File: src/common/spims_pkg.sv
package spims_pkg;
	// Software register offsets on the plain port
	localparam logic [1:0] CTRL_OFS = 2'h0;
	localparam logic [1:0] STAT_OFS = 2'h1;
	localparam logic [1:0] DATA_OFS = 2'h2;
	localparam logic [1:0] PWR_OFS = 2'h3;
	// Control register fields
	localparam int CTRL_IRQEN_BIT = 7;
	localparam int CTRL_EN_BIT = 6;
	localparam int CTRL_ORDER_BIT = 5;
	localparam int CTRL_MASTER_SELECT_BIT_BIT = 4;
	localparam int CTRL_CPOL_BIT = 3;
	localparam int CTRL_CPHA_BIT = 2;
	// Status register fields
	localparam int STAT_DONE_BIT = 7;
	localparam int STAT_WRITE_COLLISION_FLAG_BIT = 6;
	localparam int STAT_X2_BIT = 0;
	// Power register: bit 0 gates the block, bit 1 makes select an input
	localparam int PWR_GATE_BIT = 0;
	localparam int PWR_SSIN_BIT = 1;
	// Reset values
	localparam logic [7:0] CTRL_RST = 8'h00;
	localparam logic [7:0] STAT_RST = 8'h00;
	localparam logic [7:0] PWR_RST = 8'h01;
	// Bits per frame
	localparam logic [3:0] FRAME_BITS = 4'h8;
endpackage : spims_pkg

File: src/common/spims_if.sv
interface spims_if;
	logic sck;
	logic mosi;
	logic miso;
	logic misoOe;
	logic ssN;
	modport ctrl (output sck, output mosi, input miso, output ssN);
	modport periph (input sck, input mosi, output miso, output misoOe, input ssN);
endinterface : spims_if

File: src/rtl/spims_ctrl.sv
// Design decisions made here: the register addresses and the address-and-strobe port.
module spims_ctrl (
	input wire logic ref_clk,
	input wire logic rst_b,
	input wire logic clkEn,
	input wire logic [1:0] addr,
	input wire logic [7:0] wrData,
	input wire logic wrStb,
	input wire logic rdStb,
	output logic [7:0] rdData,
	input wire logic [1:0] rate,
	input wire logic ssOut,
	input wire logic ssInPin,
	output logic irq,
	output logic wake,
	spims_if.ctrl bus
);
	logic [7:0] ctrlReg_r, pwrReg_r, shift_r, rxBuf_r;
	logic done_r, write_collision_flag_r, x2_r, armed_r, busy_r, sckInt_r, phase_r;
	logic [3:0] bitCnt_r;
	logic [6:0] divCnt_r;
	logic ss1_r, ss2_r, miso1_r, miso2_r, sampled_r;
	logic enabled, master, orderLsb, cpol, cpha, demote, finish, tick, dataAcc;
	logic [6:0] divTop;

	assign enabled = ctrlReg_r[spims_pkg::CTRL_EN_BIT] & ~pwrReg_r[spims_pkg::PWR_GATE_BIT];
	assign master = ctrlReg_r[spims_pkg::CTRL_MASTER_SELECT_BIT_BIT];
	assign orderLsb = ctrlReg_r[spims_pkg::CTRL_ORDER_BIT];
	assign cpol = ctrlReg_r[spims_pkg::CTRL_CPOL_BIT];
	assign cpha = ctrlReg_r[spims_pkg::CTRL_CPHA_BIT];
	assign dataAcc = (wrStb | rdStb) && addr == spims_pkg::DATA_OFS;

	// Select pin and MISO come from outside, so two flops first
	always_ff @(posedge ref_clk or negedge rst_b) begin
		if (!rst_b) begin
			ss1_r <= 1'b1;
			ss2_r <= 1'b1;
			miso1_r <= 1'b0;
			miso2_r <= 1'b0;
		end else if (clkEn) begin
			ss1_r <= ssInPin;
			ss2_r <= ss1_r;
			miso1_r <= bus.miso;
			miso2_r <= miso1_r;
		end
	end

	// Another master pulling select low takes us off the bus
	assign demote = enabled && master && pwrReg_r[spims_pkg::PWR_SSIN_BIT] && !ss2_r;

	// Half-period divider: x2 gives /2,/8,/32,/64, else /4,/16,/64,/128
	always_comb begin
		case (rate)
			2'h0: divTop = x2_r ? 7'd0 : 7'd1;
			2'h1: divTop = x2_r ? 7'd3 : 7'd7;
			2'h2: divTop = x2_r ? 7'd15 : 7'd31;
			default: divTop = 7'd31 + (x2_r ? 7'd0 : 7'd32);
		endcase
	end
	assign tick = busy_r && divCnt_r == divTop;
	assign finish = tick && phase_r && bitCnt_r == spims_pkg::FRAME_BITS - 4'h1;

	// Registers; the hardware set beats the software clear
	always_ff @(posedge ref_clk or negedge rst_b) begin
		if (!rst_b) begin
			ctrlReg_r <= spims_pkg::CTRL_RST;
			pwrReg_r <= spims_pkg::PWR_RST;
			x2_r <= 1'b0;
			done_r <= 1'b0;
			write_collision_flag_r <= 1'b0;
			armed_r <= 1'b0;
			rxBuf_r <= 8'h00;
		end else if (clkEn) begin
			if (wrStb && addr == spims_pkg::CTRL_OFS)
				ctrlReg_r <= wrData;
			else if (demote)
				ctrlReg_r[spims_pkg::CTRL_MASTER_SELECT_BIT_BIT] <= 1'b0;
			if (wrStb && addr == spims_pkg::PWR_OFS)
				pwrReg_r <= wrData;
			if (wrStb && addr == spims_pkg::STAT_OFS)
				x2_r <= wrData[spims_pkg::STAT_X2_BIT];
			if (rdStb && addr == spims_pkg::STAT_OFS)
				armed_r <= done_r | write_collision_flag_r;
			else if (dataAcc)
				armed_r <= 1'b0;
			if (finish || demote)
				done_r <= 1'b1;
			else if (dataAcc && armed_r)
				done_r <= 1'b0;
			if (wrStb && addr == spims_pkg::DATA_OFS && busy_r)
				write_collision_flag_r <= 1'b1;
			else if (dataAcc && armed_r)
				write_collision_flag_r <= 1'b0;
			if (finish)
				rxBuf_r <= orderLsb ? {sampled_r, shift_r[7:1]} : {shift_r[6:0], sampled_r};
		end
	end

	// Shift engine; phase_r=0 marks the sampling half
	always_ff @(posedge ref_clk or negedge rst_b) begin
		if (!rst_b) begin
			busy_r <= 1'b0;
			sckInt_r <= 1'b0;
			phase_r <= 1'b0;
			bitCnt_r <= 4'h0;
			divCnt_r <= 7'd0;
			shift_r <= 8'h00;
			sampled_r <= 1'b0;
		end else if (clkEn) begin
			if (!enabled || !master || demote) begin
				busy_r <= 1'b0;
				sckInt_r <= 1'b0;
			end else if (!busy_r) begin
				if (wrStb && addr == spims_pkg::DATA_OFS) begin
					busy_r <= 1'b1;
					shift_r <= wrData;
					bitCnt_r <= 4'h0;
					divCnt_r <= 7'd0;
					phase_r <= 1'b0;
				end
			end else if (tick) begin
				divCnt_r <= 7'd0;
				sckInt_r <= ~sckInt_r;
				phase_r <= ~phase_r;
				if (!phase_r) begin
					sampled_r <= miso2_r;
				end else begin
					bitCnt_r <= bitCnt_r + 4'h1;
					if (finish) begin
						busy_r <= 1'b0;
						sckInt_r <= 1'b0;
					end else
						shift_r <= orderLsb ? {sampled_r, shift_r[7:1]} : {shift_r[6:0], sampled_r};
				end
			end else
				divCnt_r <= divCnt_r + 7'd1;
		end
	end

	// CPHA=1 inverts the clock while busy, so each bit opens on a setup edge
	logic moBit;
	assign moBit = orderLsb ? shift_r[0] : shift_r[7];
	always_ff @(posedge ref_clk or negedge rst_b) begin
		if (!rst_b) begin
			bus.mosi <= 1'b0;
			bus.sck <= 1'b0;
			bus.ssN <= 1'b1;
			rdData <= 8'h00;
		end else if (clkEn) begin
			bus.sck <= (busy_r ? (cpha ? ~sckInt_r : sckInt_r) : 1'b0) ^ cpol;
			bus.mosi <= moBit;
			bus.ssN <= ssOut;
			if (rdStb) begin
				if (addr == spims_pkg::CTRL_OFS)
					rdData <= ctrlReg_r;
				else if (addr == spims_pkg::STAT_OFS)
					rdData <= {done_r, write_collision_flag_r, 5'b00000, x2_r};
				else if (addr == spims_pkg::DATA_OFS)
					rdData <= rxBuf_r;
				else
					rdData <= pwrReg_r;
			end else
				rdData <= 8'h00;
		end
	end

	assign irq = done_r & ctrlReg_r[spims_pkg::CTRL_IRQEN_BIT];
	assign wake = irq;
endmodule : spims_ctrl

File: src/flat_wrapper.sv
// flat-port wrapper written by rule: the top's interface ports become plain ports
module spims_ctrl_flat 
  (ref_clk, rst_b, clkEn, addr, wrData, wrStb, rdStb, rdData, rate, ssOut, ssInPin, irq, wake, bus_sck, bus_mosi, bus_miso, bus_ssN);
  spims_if bus_i ();
  input wire logic ref_clk;
  input wire logic rst_b;
  input wire logic clkEn;
  input wire logic [1:0] addr;
  input wire logic [7:0] wrData;
  input wire logic wrStb;
  input wire logic rdStb;
  output logic [7:0] rdData;
  input wire logic [1:0] rate;
  input wire logic ssOut;
  input wire logic ssInPin;
  output logic irq;
  output logic wake;
  output wire logic [$bits(bus_i.sck)-1:0] bus_sck;
  output wire logic [$bits(bus_i.mosi)-1:0] bus_mosi;
  input wire logic [$bits(bus_i.miso)-1:0] bus_miso;
  output wire logic [$bits(bus_i.ssN)-1:0] bus_ssN;
  assign bus_sck = bus_i.sck;
  assign bus_mosi = bus_i.mosi;
  assign bus_i.miso = bus_miso;
  assign bus_ssN = bus_i.ssN;
  spims_ctrl u_core (.ref_clk(ref_clk), .rst_b(rst_b), .clkEn(clkEn), .addr(addr), .wrData(wrData), .wrStb(wrStb), .rdStb(rdStb), .rdData(rdData), .rate(rate), .ssOut(ssOut), .ssInPin(ssInPin), .irq(irq), .wake(wake), .bus(bus_i));
endmodule
File: config.mk
export PLATFORM = sky130hd
export DESIGN_NAME = spims_ctrl_flat
export DESIGN_NICKNAME = d
export VERILOG_FILES = /design/src/common/spims_pkg.sv /design/src/common/spims_if.sv /design/src/rtl/spims_ctrl.sv /design/src/flat_wrapper.sv
export SDC_FILE = /design/constraint.sdc
export NUM_CORES = 1
export LEC_CHECK = 0
export ABC_CLOCK_PERIOD_IN_PS = 2600
export BUFFER_PORTS_ARGS = -buffer_cell sky130_fd_sc_hd__buf_2
export CAP_MARGIN = 15
export CORE_UTILIZATION = 58
export CTS_CLUSTER_DIAMETER = 100
export DETAILED_ROUTE_END_ITERATION = 16
export PLACE_DENSITY = 0.85
export SETUP_SLACK_MARGIN = 0.2
export SLEW_MARGIN = 10
export SYNTH_ARGS = -nofsm -noshare
export SYNTH_HDL_FRONTEND = slang
export SYNTH_SLANG_ARGS = --single-unit
File: constraint.sdc
create_clock -name ref_clk -period 2.6 [get_ports ref_clk]
set_clock_uncertainty 0.05 [all_clocks]
set_input_delay 0.39 -clock ref_clk [delete_from_list [all_inputs] [get_ports ref_clk]]
set_output_delay 0.39 -clock ref_clk [all_outputs]
set_load 0.02 [all_outputs]
==> flow_summary.json <==
{
  "routed_via_density": 6.16,
  "clk_latency_ns": 0.35,
  "tightest_slew_ns": 0.521,
  "critPathKind": "register to register",
  "wirelength_mm": 7.90,
  "layout.nets": 404,
  "cp.required_ns": 2.79,
  "htree_levels": 3,
  "clkPwrFrac_pct": 36.5,
  "grt.busiest_layer": "met2",
  "synth.distinct_cells": 48,
  "cp_cell_sequence": "nor4b_1, a21oi_1, a221o_1, buf_4, nor4_1, mux2_2",
  "die_w_um": 79.5,
  "whs_endpoint": "u_core.miso1_r",
  "yosysWarnings": 0,
  "port_buffers": 32,
  "hp-class": "input port to register",
  "final_util_pct": 72.4,
  "grt_start_max_net_pins": 52,
  "grt_util_met2_pct": 42.6,
  "clock-sinks": 66,
  "syn-mean-instance-area_um2": 10.6,
  "timing.final.hold_violations": 0,
  "grt_pass1_wl_mm": 13.1,
  "power_density_nw_per_um2": 656,
  "initialDrtViolationCount": 330,
  "ant_nets": 0,
  "dpl-instance-area_um2": 3840,
  "r2r_start": "u_core.x2_r",
  "syn_area_um2": 3480,
  "first_pass_iters": 5,
  "period_needed_ns": 2.33,
  "ys_seq_area_share_pct": 47.6,
  "clkTransAtPathRegs_ns": 0.07,
  "gp_congestion": 0.813,
  "power_uw": 2680,
  "use_met1_pct": 37.1,
  "crit_path_end_kind": "register",
  "fillers": 382,
  "start_kind": "register",
  "grt_setup_unrepaired": "no",
  "wl_per_cell_um": 17.4,
  "slowest_stage": "dfrtp_1",
  "num_rows": 27,
  "fp.dieH_um": 79.5,
  "max_slew_margin_pct": 65.3,
  "use_met3_pct": 5.14,
  "antenna_found_initial": 0,
  "hold_path_depth": 2,
  "insertedDiodeCount": 0,
  "root_buffer": "clkbuf_8",
  "worstPathMaxFanout": 12,
  "worst-r2r-setup-slack_ns": 0.27,
  "synthCells": 328,
  "setup_viol": 0,
  "reg2reg_depth": 6,
  "maxCapViolCount": 0,
  "reg2reg_to": "u_core.sampled_r",
  "drive_above_1_share_pct": 29.2,
  "grtUsageTotal_pct": 27.7,
  "max_freq_mhz": 428,
  "max_stage_delay_ns": 0.45,
  "core_um2": 5640,
  "p_sw_share_pct": 27.8,
  "cts_made_buffers": 9,
  "outcome": "completed",
  "die-area_um2": 6320,
  "period_share_pct": 89.8,
  "combPwrFrac_pct": 16.3,
  "p_seq_share_pct": 47.2,
  "grt.overflow.total": 0,
  "hold_start": "bus_miso",
  "slew_viol_final": 0,
  "hpwl_mm": 5.53,
  "post-cts-setup-buffers": 0,
  "boundaryPins": 33,
  "start_util_pct": 61.7,
  "area_growth_pct": 17.3,
  "crit_arrival_ns": 2.52,
  "p_sw_uw": 745,
  "stdcell_area_um2": 4080,
  "syn-num-nets": 354,
  "num_vias": 2802,
  "power_leakage_uw": 0.00186,
  "peakVddDrop_mv": 0.386,
  "cts_tree": "built",
  "yosys_register_bits": 66,
  "clockBufferDepth": 2,
  "route.detailed.drc": 0,
  "grt_pass1_vias": 2691,
  "power.internal_uw": 1930
}
-- metal layers --
metal  vias up  share of wire (%)
met5         -                  0
met4         0                2.7
met3        19                5.1
met2       106                 47
met1      1391                 45
li1       1286                  -
-- worst max path at each step --
| stage | from | end | slack, ns | depth (start not counted) |
|---|---|---|---|---|
| 4_1_cts | u_core.x2_r | u_core.sampled_r | 0.27 | 6 |
| 2_1_floorplan | rate[1] | u_core.sampled_r | 0.27 | 8 |
| 3_5_place_dp | rate[1] | u_core.sampled_r | -0.09 | 9 |
| 5_1_grt | u_core.x2_r | u_core.sampled_r | 0.21 | 6 |
| 6_report | u_core.x2_r | u_core.sampled_r | 0.27 | 6 |
| 3_3_place_gp | rate[1] | u_core.sampled_r | 0.04 | 9 |
-- worst max-delay path, delay by kind of cell (launching register included) --
kind            cells  cell delay, ns
compound gates      2            0.44
buf+inv             1            0.19
flops               1            0.45
mux                 1            0.37
simple gates        2            0.71
-- layout make-up --
class | instances | area [µm²] | area share, %
Clock buffer | 10 | 138 | 3.37
Clock inverter | 6 | 90.1 | 2.21
Inverter | 22 | 82.6 | 2.02
Multi-Input combinational cell | 224 | 1680 | 41.1
Sequential cell | 66 | 1660 | 40.6
Tap cell | 72 | 90.1 | 2.21
Timing Repair Buffer | 55 | 348 | 8.52
-- synth_stat cells, drive strengths merged --
cell type	number	area [µm²]
o31a	1	8.76
and2	2	12.5
nor3	5	25.0
mux2	31	349
o21a	1	7.51
nand3	9	45.0
a21boi	2	15.0
o22ai	6	37.5
o21ai	18	105
clkbuf	10	37.5
o311ai	4	35.0
a32o	1	10.0
and3b	2	17.5
or4	1	7.51
a221o	1	10.0
and3	3	18.8
xor2	1	8.76
and4b	1	10.0
o2111ai	3	26.3
buf	6	37.5
o211ai	9	67.6
nand3b	1	7.51
o2111a	1	11.3
xnor2	3	26.3
dfrtp	62	1550
a211o	2	17.5
nor2	17	63.8
nand2	24	90.1
or3	8	50.1
nor4b	1	8.76
mux4	3	67.6
ha	6	75.1
nor4	5	37.5
nor3b	1	7.51
o311a	1	10.0
nor2b	6	37.5
mux2i	22	220
inv	22	82.6
o41ai	1	8.76
dfstp	4	105
nand2b	5	31.3
a21oi	16	80.1
-- state kept, by name, summed over array words and instances, names as in the netlist, 4 cells and up --
register,count
u_core.shift_r,8
u_core.divCnt_r,7
u_core.rxBuf_r,8
u_core.rdData,8
u_core.pwrReg_r,8
u_core.ctrlReg_r,8
u_core.bitCnt_r,4
-- layout by cell type, fill, tap and decap left out, drive strengths merged, types with 8 or more instances in the layout --
cell type | synthesis | routed
dfrtp | 62 | 62
buf | 6 | 54
mux2 | 31 | 31
nand2 | 24 | 24
inv | 22 | 22
mux2i | 22 | 22
o21ai | 18 | 18
nor2 | 17 | 17
a21oi | 16 | 16
clkbuf | 10 | 10
nand3 | 9 | 9
o211ai | 9 | 9
or3 | 8 | 8
-- power by group through the flow --
stage	logic [µW]	registers (µW)	clock network, µW
global placement	411	1270	0
detailed placement	431	1280	0
CTS	438	1260	1000
floorplan	283	1260	0
finish	437	1260	978
global route	476	1280	1030
-- stage by stage --
| stage | TNS [ns] | hold slack, ns | instances | setup WS (ns) |
|---|---|---|---|---|
| after floorplan | 0 | 0.0444 | 328 | 0.272 |
| after global placement | 0 | 0.285 | 438 | 0.0440 |
| after detailed placement | -0.423 | 0.295 | 438 | -0.0850 |
| after CTS | 0 | 0.202 | 455 | 0.274 |
| after global routing | 0 | 0.216 | 455 | 0.207 |
| final | 0 | 0.218 | 455 | 0.266 |
-- logic make-up (layout without fill, tap and decap cells) --
kind of cell / Yosys count / count (layout) / synth area share, %
AND/OR/NAND/NOR: 91 / 91 / 13.5
AO/OA/AOI/OAI: 67 / 67 / 12.9
flip-flops: 66 / 66 / 47.6
multiplexers: 56 / 56 / 18.3
buffers and inverters: 38 / 93 / 4.53
adder cells (fa/ha/maj): 6 / 6 / 2.16
XOR/XNOR: 4 / 4 / 1.01
-- repair_timing --
action / 4_1_cts / 5_1_grt
hold buffers: 1 / 0
endpoints found under the hold margin: 12 / 0
gates resized for setup: 0 / 1
setup endpoints to repair: 0 / 1
(Power assumes the default switching activity.)
